File: src/pmc_pkg.sv
// package for the power management control register block
package pmc_pkg;
  // ==========================================================================
  // register map
  localparam logic [11:0] PMC_CTL_OFFSET = 12'h014;
  localparam logic [31:0] PMC_CTL_RESET = 32'h0000_0140;

  // ==========================================================================
  // field positions
  localparam int PMC_SKIP_REF_BIT = 15;
  localparam int PMC_OSC_KEEP_BIT = 14;
  localparam int PMC_LPI_EN_BIT = 13;
  localparam int PMC_LPI_STS_BIT = 12;
  localparam int PMC_MAC_DOMAIN_SOFT_RESET_BIT = 11;
  localparam int PMC_RES_STS_BIT = 9;
  localparam int PMC_RES_EN_BIT = 8;
  localparam int PMC_SUSP_LSB = 5;

  // ==========================================================================
  // field reset values
  localparam logic PMC_SKIP_REF_RST = 1'b0;
  localparam logic PMC_OSC_KEEP_RST = 1'b0;
  localparam logic PMC_LPI_EN_RST = 1'b0;
  localparam logic PMC_LPI_STS_RST = 1'b0;
  localparam logic PMC_MAC_DOMAIN_SOFT_RESET_RST = 1'b0;
  localparam logic PMC_RES_STS_RST = 1'b0;
  localparam logic PMC_RES_EN_RST = 1'b1;
  localparam logic [1:0] PMC_SUSP_RST = 2'h2;

  // ==========================================================================
  // timing
  localparam int PMC_CLK_KHZ = 50000;
  localparam int PMC_PHY_HOLD_MIN_MS = 4;
  localparam int PMC_PHY_HOLD_EXT_MS = 128;
  localparam int PMC_REF_SETTLE_MS = 100;
  localparam int PMC_PHY_HOLD_MIN_CYC = PMC_PHY_HOLD_MIN_MS * PMC_CLK_KHZ;
  localparam int PMC_PHY_HOLD_EXT_CYC = PMC_PHY_HOLD_EXT_MS * PMC_CLK_KHZ;
  localparam int PMC_REF_SETTLE_CYC = PMC_REF_SETTLE_MS * PMC_CLK_KHZ;
  localparam int PMC_CNT_W = 23;

  // ==========================================================================
  // types
  typedef enum logic [1:0] {
    PMC_SUSPEND0, PMC_SUSPEND1, PMC_DEEP_SUSPEND_STATE, PMC_SUSPEND3
  } pmc_susp_t;

  typedef struct packed {
    logic skip_analog_ref_settle;
    logic oscillator_keep_alive;
    logic lpi_wake_enable;
    logic lpi_wake_status;
    logic mac_domain_soft_reset;
    logic resume_clears_wake_status;
    logic resume_clears_wake_enables;
    pmc_susp_t suspend_select;
  } pmc_ctl_t;

  // resume clear pulses toward the wake control/status registers
  typedef struct packed {
    logic wake_status_clear;
    logic wake_cause_hi_clear;
    logic wake_enable_clear;
  } pmc_resume_clr_t;
endpackage : pmc_pkg
File: src/pmc_ctrl.sv
// power management control register with phy reset timing and mac soft reset
`timescale 1ns/1ps

// ============================================================================
module pmc_ctrl #(
  parameter logic [pmc_pkg::PMC_CNT_W-1:0] PHY_HOLD_MIN_CYC = pmc_pkg::PMC_CNT_W'(pmc_pkg::PMC_PHY_HOLD_MIN_CYC),
  parameter logic [pmc_pkg::PMC_CNT_W-1:0] PHY_HOLD_EXT_CYC = pmc_pkg::PMC_CNT_W'(pmc_pkg::PMC_PHY_HOLD_EXT_CYC)
) (
  // apb slave
  input wire logic pclk,
  input wire logic presetn,
  input wire logic psel,
  input wire logic penable,
  input wire logic pwrite,
  input wire logic [11:0] paddr,
  input wire logic [31:0] pwdata,
  output logic [31:0] prdata,
  output logic pready,
  output logic pslverr,
  // device resets and protection
  input wire logic device_reset,
  input wire logic reset_protect,
  // wake and resume events
  input wire logic lpi_wake_event,
  input wire logic resume_done,
  input wire logic resume_remote,
  output logic lpi_wake_request,
  output pmc_pkg::pmc_resume_clr_t resume_clr,
  // phy reset sequencing
  input wire logic phy_reset_request,
  output logic phy_in_reset,
  output logic analog_ref_enable,
  // mac domain resets
  input wire logic rx_clk_running,
  input wire logic tx_clk_running,
  output logic mac_rx_reset,
  output logic mac_tx_reset,
  // power state controls
  output logic oscillator_keep_alive,
  output pmc_pkg::pmc_susp_t suspend_select
);

  // ==========================================================================
  // register image
  pmc_pkg::pmc_ctl_t ctl;
  logic sel_ok;
  logic wr_fire;
  logic remote_resume;
  logic [1:0] rx_run_sync;
  logic [1:0] tx_run_sync;
  logic [pmc_pkg::PMC_CNT_W-1:0] hold_cnt;
  logic [pmc_pkg::PMC_CNT_W-1:0] hold_limit;

  typedef enum logic {PMC_PHY_RUN, PMC_PHY_HOLD} pmc_phy_st_t;
  pmc_phy_st_t phy_st;
  pmc_phy_st_t next_phy_st;

  // pack the struct into the bus word, reserved bits zero
  function automatic logic [31:0] pmc_word(input pmc_pkg::pmc_ctl_t c);
    logic [31:0] w;
    w = 32'h0000_0000;
    w[pmc_pkg::PMC_SKIP_REF_BIT] = c.skip_analog_ref_settle;
    w[pmc_pkg::PMC_OSC_KEEP_BIT] = c.oscillator_keep_alive;
    w[pmc_pkg::PMC_LPI_EN_BIT] = c.lpi_wake_enable;
    w[pmc_pkg::PMC_LPI_STS_BIT] = c.lpi_wake_status;
    w[pmc_pkg::PMC_MAC_DOMAIN_SOFT_RESET_BIT] = c.mac_domain_soft_reset;
    w[pmc_pkg::PMC_RES_STS_BIT] = c.resume_clears_wake_status;
    w[pmc_pkg::PMC_RES_EN_BIT] = c.resume_clears_wake_enables;
    w[pmc_pkg::PMC_SUSP_LSB +: 2] = c.suspend_select;
    return w;
  endfunction : pmc_word

  // ==========================================================================
  // apb decode: zero wait states, unmapped address answers with slverr
  assign sel_ok = (paddr == pmc_pkg::PMC_CTL_OFFSET);
  assign pready = 1'b1;
  assign pslverr = psel & penable & ~sel_ok;
  assign wr_fire = psel & penable & pwrite & sel_ok;
  assign remote_resume = resume_done & resume_remote;

  // read data captured in the setup cycle so it stands through the access
  always_ff @(posedge pclk or negedge presetn) begin
    if (!presetn) begin
      prdata <= 32'h0000_0000;
    end else if (psel && !penable && !pwrite) begin
      prdata <= sel_ok ? pmc_word(ctl) : 32'h0000_0000;
    end
  end

  // ==========================================================================
  // protected fields: only power-on clears them while protection is on
  always_ff @(posedge pclk or negedge presetn) begin
    if (!presetn) begin
      ctl.skip_analog_ref_settle <= pmc_pkg::PMC_SKIP_REF_RST;
      ctl.oscillator_keep_alive <= pmc_pkg::PMC_OSC_KEEP_RST;
    end else if (device_reset && !reset_protect) begin
      ctl.skip_analog_ref_settle <= pmc_pkg::PMC_SKIP_REF_RST;
      ctl.oscillator_keep_alive <= pmc_pkg::PMC_OSC_KEEP_RST;
    end else if (wr_fire) begin
      ctl.skip_analog_ref_settle <= pwdata[pmc_pkg::PMC_SKIP_REF_BIT];
      ctl.oscillator_keep_alive <= pwdata[pmc_pkg::PMC_OSC_KEEP_BIT];
    end
  end

  // plain read/write controls
  always_ff @(posedge pclk or negedge presetn) begin
    if (!presetn) begin
      ctl.mac_domain_soft_reset <= pmc_pkg::PMC_MAC_DOMAIN_SOFT_RESET_RST;
      ctl.resume_clears_wake_status <= pmc_pkg::PMC_RES_STS_RST;
      ctl.resume_clears_wake_enables <= pmc_pkg::PMC_RES_EN_RST;
      ctl.suspend_select <= pmc_pkg::pmc_susp_t'(pmc_pkg::PMC_SUSP_RST);
    end else if (device_reset) begin
      ctl.mac_domain_soft_reset <= pmc_pkg::PMC_MAC_DOMAIN_SOFT_RESET_RST;
      ctl.resume_clears_wake_status <= pmc_pkg::PMC_RES_STS_RST;
      ctl.resume_clears_wake_enables <= pmc_pkg::PMC_RES_EN_RST;
      ctl.suspend_select <= pmc_pkg::pmc_susp_t'(pmc_pkg::PMC_SUSP_RST);
    end else if (wr_fire) begin
      ctl.mac_domain_soft_reset <= pwdata[pmc_pkg::PMC_MAC_DOMAIN_SOFT_RESET_BIT];
      ctl.resume_clears_wake_status <= pwdata[pmc_pkg::PMC_RES_STS_BIT];
      ctl.resume_clears_wake_enables <= pwdata[pmc_pkg::PMC_RES_EN_BIT];
      ctl.suspend_select <= pmc_pkg::pmc_susp_t'(pwdata[pmc_pkg::PMC_SUSP_LSB +: 2]);
    end
  end

  // lpi wake enable: software written, dropped by a remote resume
  always_ff @(posedge pclk or negedge presetn) begin
    if (!presetn) begin
      ctl.lpi_wake_enable <= pmc_pkg::PMC_LPI_EN_RST;
    end else if (device_reset) begin
      ctl.lpi_wake_enable <= pmc_pkg::PMC_LPI_EN_RST;
    end else if (remote_resume && ctl.resume_clears_wake_enables) begin
      ctl.lpi_wake_enable <= 1'b0;
    end else if (wr_fire) begin
      ctl.lpi_wake_enable <= pwdata[pmc_pkg::PMC_LPI_EN_BIT];
    end
  end

  // lpi wake status: a new event beats any clear in the same cycle
  always_ff @(posedge pclk or negedge presetn) begin
    if (!presetn) begin
      ctl.lpi_wake_status <= pmc_pkg::PMC_LPI_STS_RST;
    end else if (lpi_wake_event) begin
      ctl.lpi_wake_status <= 1'b1;
    end else if (device_reset) begin
      ctl.lpi_wake_status <= pmc_pkg::PMC_LPI_STS_RST;
    end else if (remote_resume && ctl.resume_clears_wake_status) begin
      ctl.lpi_wake_status <= 1'b0;
    end else if (wr_fire && pwdata[pmc_pkg::PMC_LPI_STS_BIT]) begin
      ctl.lpi_wake_status <= 1'b0;
    end
  end

  // ==========================================================================
  // wake and resume outputs toward the rest of the device
  assign lpi_wake_request = ctl.lpi_wake_status & ctl.lpi_wake_enable;

  // one-cycle clear pulses for the wake control/status registers
  always_ff @(posedge pclk or negedge presetn) begin
    if (!presetn) begin
      resume_clr <= '0;
    end else begin
      resume_clr.wake_status_clear <= remote_resume & ctl.resume_clears_wake_status;
      resume_clr.wake_cause_hi_clear <= remote_resume & ctl.resume_clears_wake_status;
      resume_clr.wake_enable_clear <= remote_resume & ctl.resume_clears_wake_enables;
    end
  end

  // crystal and suspend controls go straight out of the register
  assign oscillator_keep_alive = ctl.oscillator_keep_alive;
  assign suspend_select = ctl.suspend_select;

  // ==========================================================================
  // phy reset hold: short when reference stays on, long for ref settling
  assign hold_limit = ctl.skip_analog_ref_settle ? PHY_HOLD_MIN_CYC : PHY_HOLD_EXT_CYC;

  always_comb begin
    next_phy_st = phy_st;
    unique case (phy_st)
      PMC_PHY_RUN: begin
        if (phy_reset_request) begin
          next_phy_st = PMC_PHY_HOLD;
        end
      end
      PMC_PHY_HOLD: begin
        if (hold_cnt >= hold_limit - 1'b1) begin
          next_phy_st = PMC_PHY_RUN;
        end
      end
    endcase
  end

  // requests during a hold are ignored
  always_ff @(posedge pclk or negedge presetn) begin
    if (!presetn) begin
      phy_st <= PMC_PHY_RUN;
      hold_cnt <= '0;
    end else begin
      phy_st <= next_phy_st;
      hold_cnt <= (phy_st == PMC_PHY_HOLD) ? hold_cnt + 1'b1 : '0;
    end
  end

  assign phy_in_reset = (phy_st == PMC_PHY_HOLD);
  // reference kept on during reset only when asked, trading power for speed
  assign analog_ref_enable = ~phy_in_reset | ctl.skip_analog_ref_settle;

  // ==========================================================================
  // mac domain resets: clock-running flags arrive from other domains
  always_ff @(posedge pclk or negedge presetn) begin
    if (!presetn) begin
      rx_run_sync <= 2'h0;
      tx_run_sync <= 2'h0;
    end else begin
      rx_run_sync <= {rx_run_sync[0], rx_clk_running};
      tx_run_sync <= {tx_run_sync[0], tx_clk_running};
    end
  end

  // assert at once, release only once the domain clock is seen running
  always_ff @(posedge pclk or negedge presetn) begin
    if (!presetn) begin
      mac_rx_reset <= 1'b1;
      mac_tx_reset <= 1'b1;
    end else begin
      mac_rx_reset <= ctl.mac_domain_soft_reset | (mac_rx_reset & ~rx_run_sync[1]);
      mac_tx_reset <= ctl.mac_domain_soft_reset | (mac_tx_reset & ~tx_run_sync[1]);
    end
  end
endmodule : pmc_ctrl

File: config.mk
export PLATFORM = sky130hd
export DESIGN_NAME = pmc_ctrl
export DESIGN_NICKNAME = d
export VERILOG_FILES = /design/src/pmc_pkg.sv /design/src/pmc_ctrl.sv
export SDC_FILE = /design/constraint.sdc
export NUM_CORES = 1
export LEC_CHECK = 0
export ABC_AREA = 1
export BUFFER_PORTS_ARGS = -buffer_cell sky130_fd_sc_hd__buf_2
export CAP_MARGIN = 20
export CORE_ASPECT_RATIO = 0.5
export CORE_MARGIN = 2
export CORE_UTILIZATION = 45
export CTS_CLUSTER_DIAMETER = 150
export DETAILED_ROUTE_END_ITERATION = 12
export HOLD_SLACK_MARGIN = 0.02
export PLACE_DENSITY_LB_ADDON = 0.12
export SKIP_LAST_GASP = 1
export SLEW_MARGIN = 5
export SYNTH_ARGS = -nofsm -noshare
export SYNTH_HDL_FRONTEND = slang
export SYNTH_SLANG_ARGS = --single-unit
File: constraint.sdc
create_clock -name pclk -period 1.32 [get_ports pclk]
set_input_delay 0.132 -clock pclk [delete_from_list [all_inputs] [get_ports pclk]]
set_output_delay 0.132 -clock pclk [all_outputs]
set_load 0.01 [all_outputs]
==> flow_summary.yaml <==
routing:
  route.detailed.drc: 0
  via_count: 2679
  wire_per_inst_um: 12.8
  antenna_left: 0
  dr.pass1.iters: 6
  drt_iter0_drc: 108
  wl_um: 7200
  via_per_inst: 4.78
run:
  cap_violations: 0
worst_setup_path:
  critPathBufInv: 1
  end_kind: "register"
  crit_start: "ctl[8]"
  crit_path_start_kind: "register"
  critPathMaxStageDelay_ps: 460
  crit_slowest_cell: "dfrtp_2"
  critPathMaxFanout: 6
  path_delay_family: "flip-flops"
  timing.rr.start: "ctl[8]"
  crit_required_ps: 1510
  crit_chain: "buf_6, ha_4, nand2_4, nor2_4, nand2_1, nor2_1, a21oi_1, nand2_1, nand2_1"
  path_class: "reg2reg"
  crit_arrival_ps: 1690
  crit_top_cell: "nand2_1"
place:
  pre_cts_ws_ps: -224
  place_area_um2: 3370
  portBuffers: 54
  gp_congestion: 0.902
  dp_hpwl_um: 5010
global_route:
  grt_antenna_before_repair: 0
  grt_overflow: 0
  grt_pass1_wl_um: 11400
  grt_max_degree: 33
  grt_pass1_vias: 2467
  grt_usage_pct: 20.3
pwr:
  p_leak_nw: 2.13
  cellPowerDensity_nw_per_um2: 819
  p_seq_share_pct: 47.6
  power.switching_mw: 0.738
  irDropWorstVdd_uv: 521
  share_clk_of_total_power_pct: 47.0
  switching_share_pct: 22.6
  p_int_mw: 2.52
  pwr-share-comb_pct: 5.4
cells_and_area:
  fillers: 522
  fin_nets: 539
  synthToLayoutAreaGrowth_pct: 36.2
  fin_util_pct: 64.4
  stdcell_area_um2: 3980
  antenna-diode-count: 0
  final_layout_size_suffix_gt1_share_pct: 37.0
timing:
  final-max-slew-violation-count: 0
  period_needed_ps: 1500
  fin_crit_sh_pct: 113
  fmax_mhz: 669
  rsz0062_at_grt: "yes"
  fin_ws_ps: -176
  fin_worst_skew_ps: 7.52
  finalHoldViolations: 0
  setup_viol: 13
clocking:
  clockBufferDepth: 2
  clkSinkCount: 50
  clkSlewWorstSetupHoldPaths_ps: 70
  ctsHtreeMaxLevel: 2
  cts_tree: "built"
  root_buffer: "clkbuf_16"
  numCtsBuffers: 5
  worstSkewPairLatency_ps: 290
status:
  violations: "setup timing"
  status: "complete, but fails checks"
synthesis:
  synth_area_leaders: "dfrtp_1, nand2_1, buf_4"
  yosysWarnings: 0
  syn_avg_cell_area_um2: 7.86
  syn_area_um2: 2920
  synth_edf_count: 0
  synth_seq_cells: 50
  synth_top_area_cell: "dfrtp_1"
  synth_most_common_cell: "nand2_1"
  yosysUniqueCellTypes: 37
  ys_top_cells_by_count: "nand2_1, nor2_1, dfrtp_1"
  syn_inst: 372
  yosysTopAreaCellShare_pct: 39.4
  synthFlopType: "dfrtp_1"
  ys_seq_area_share_pct: 43.0
  async_reset_ff_share_pct: 100
hold_path:
  hold_class: "in2reg"
  min_from: "phy_reset_request"
floorplanning:
  start_util_pct: 47.3
  core_area_um2: 6180
  fp.dieW_um: 118
  std_cell_rows: 20
  dieHeight_um: 61
  die-area_um2: 7200
  io_pins: 102
[per-layer routing]
| metal | vias up | global-route usage (%) | part of all wire (%) |
|---|---|---|---|
| met5 | - | 0 | 0 |
| met4 | 0 | 5.51 | 1.3 |
| li1 | 1318 | - | - |
| met2 | 110 | 37.7 | 49 |
| met1 | 1240 | 25.2 | 43 |
| met3 | 11 | 3.76 | 6.2 |
[logic make-up after synthesis]
group	after synthesis	synth area share [%]
other cells	2	0.257
xor+xnor	3	0.899
flops	50	43.0
compound gates	41	7.75
buf+inv	80	13.9
simple gates	186	30.0
fa+ha+maj	10	4.28
[sequential cells by signal (all words and copies together) (netlist names)]
signal / count
resume_clr: 2
tx_run_sync: 2
mac_rx_reset: 1
rx_run_sync: 2
hold_cnt: 23
mac_tx_reset: 1
oscillator_keep_alive: 1
prdata: 9
ctl: 6
phy_in_reset: 1
suspend_select: 2
[final cells by class]
type	count	area, um^2	area share, %
Sequential cell	50	1260	31.7
Clock buffer	5	125	3.14
Inverter	49	186	4.68
Timing Repair Buffer	101	696	17.5
Clock inverter	3	48.8	1.23
Tap cell	88	110	2.76
Multi-Input combinational cell	265	1560	39.1
[placed cells by master, fill, tap and decap left out, drive strengths merged, types with 2 or more instances in the layout]
master | synthesis | layout
clkbuf | 2 | 5
nand4 | 3 | 3
buf | 29 | 98
nand3 | 35 | 35
xor2 | 2 | 2
nor2 | 63 | 64
o21bai | 3 | 3
nand2 | 80 | 80
dlygate4sd3 | 0 | 3
dfstp | 4 | 4
and2 | 2 | 2
inv | 47 | 48
dfrtp | 46 | 46
conb | 2 | 24
o21ai | 23 | 23
a21oi | 10 | 10
ha | 10 | 10
clkinv | 2 | 2
a31oi | 2 | 2
[through the flow]
step | hold WS, ps | std cells | setup TNS (ps) | power (mW)
after global routing | 41.8 | 561 | -1810 | 3.38
after floorplan | -164 | 394 | -44.5 | 1.71
after CTS | 36.4 | 548 | -434 | 3.27
after detailed placement | 104 | 529 | -633 | 1.75
final | 34.8 | 561 | -554 | 3.26
after global placement | 95.1 | 529 | -257 | 1.75
[timing repair]
item,CTS,global route
setup buffers,7,13
resized for setup,13,47
setup endpoints to repair,12,19
cloned,1,0
pin swaps,12,23
endpoints found under the hold margin,16,0
hold buffers,3,0
[final timing paths]
kind / end / slack [ps] / cells after the start
worst max-delay path: phy_in_reset / -180 / 9
worst min-delay path: phy_in_reset / 30 / 3
worst max register to register: phy_in_reset / -180 / 9
worst min register to register: tx_run_sync[1] / 350 / 0
max in group asynchronous: hold_cnt[11] / 470 / 3
min in group asynchronous: ctl[5] / 320 / 2
[worst min-delay path: stages]
cell,delay [ps]
buf_2,70
nand2_1,40
nand2_1,50
[power groups by stage]
stage	clock network, mW	registers, mW	logic (mW)
finish	1.53	1.55	0.176
global route	1.63	1.55	0.199
CTS	1.54	1.55	0.178
detailed placement	0	1.58	0.171
global placement	0	1.58	0.168
floorplan	0	1.58	0.123
Note: power is estimated with default switching activity, not from simulation.
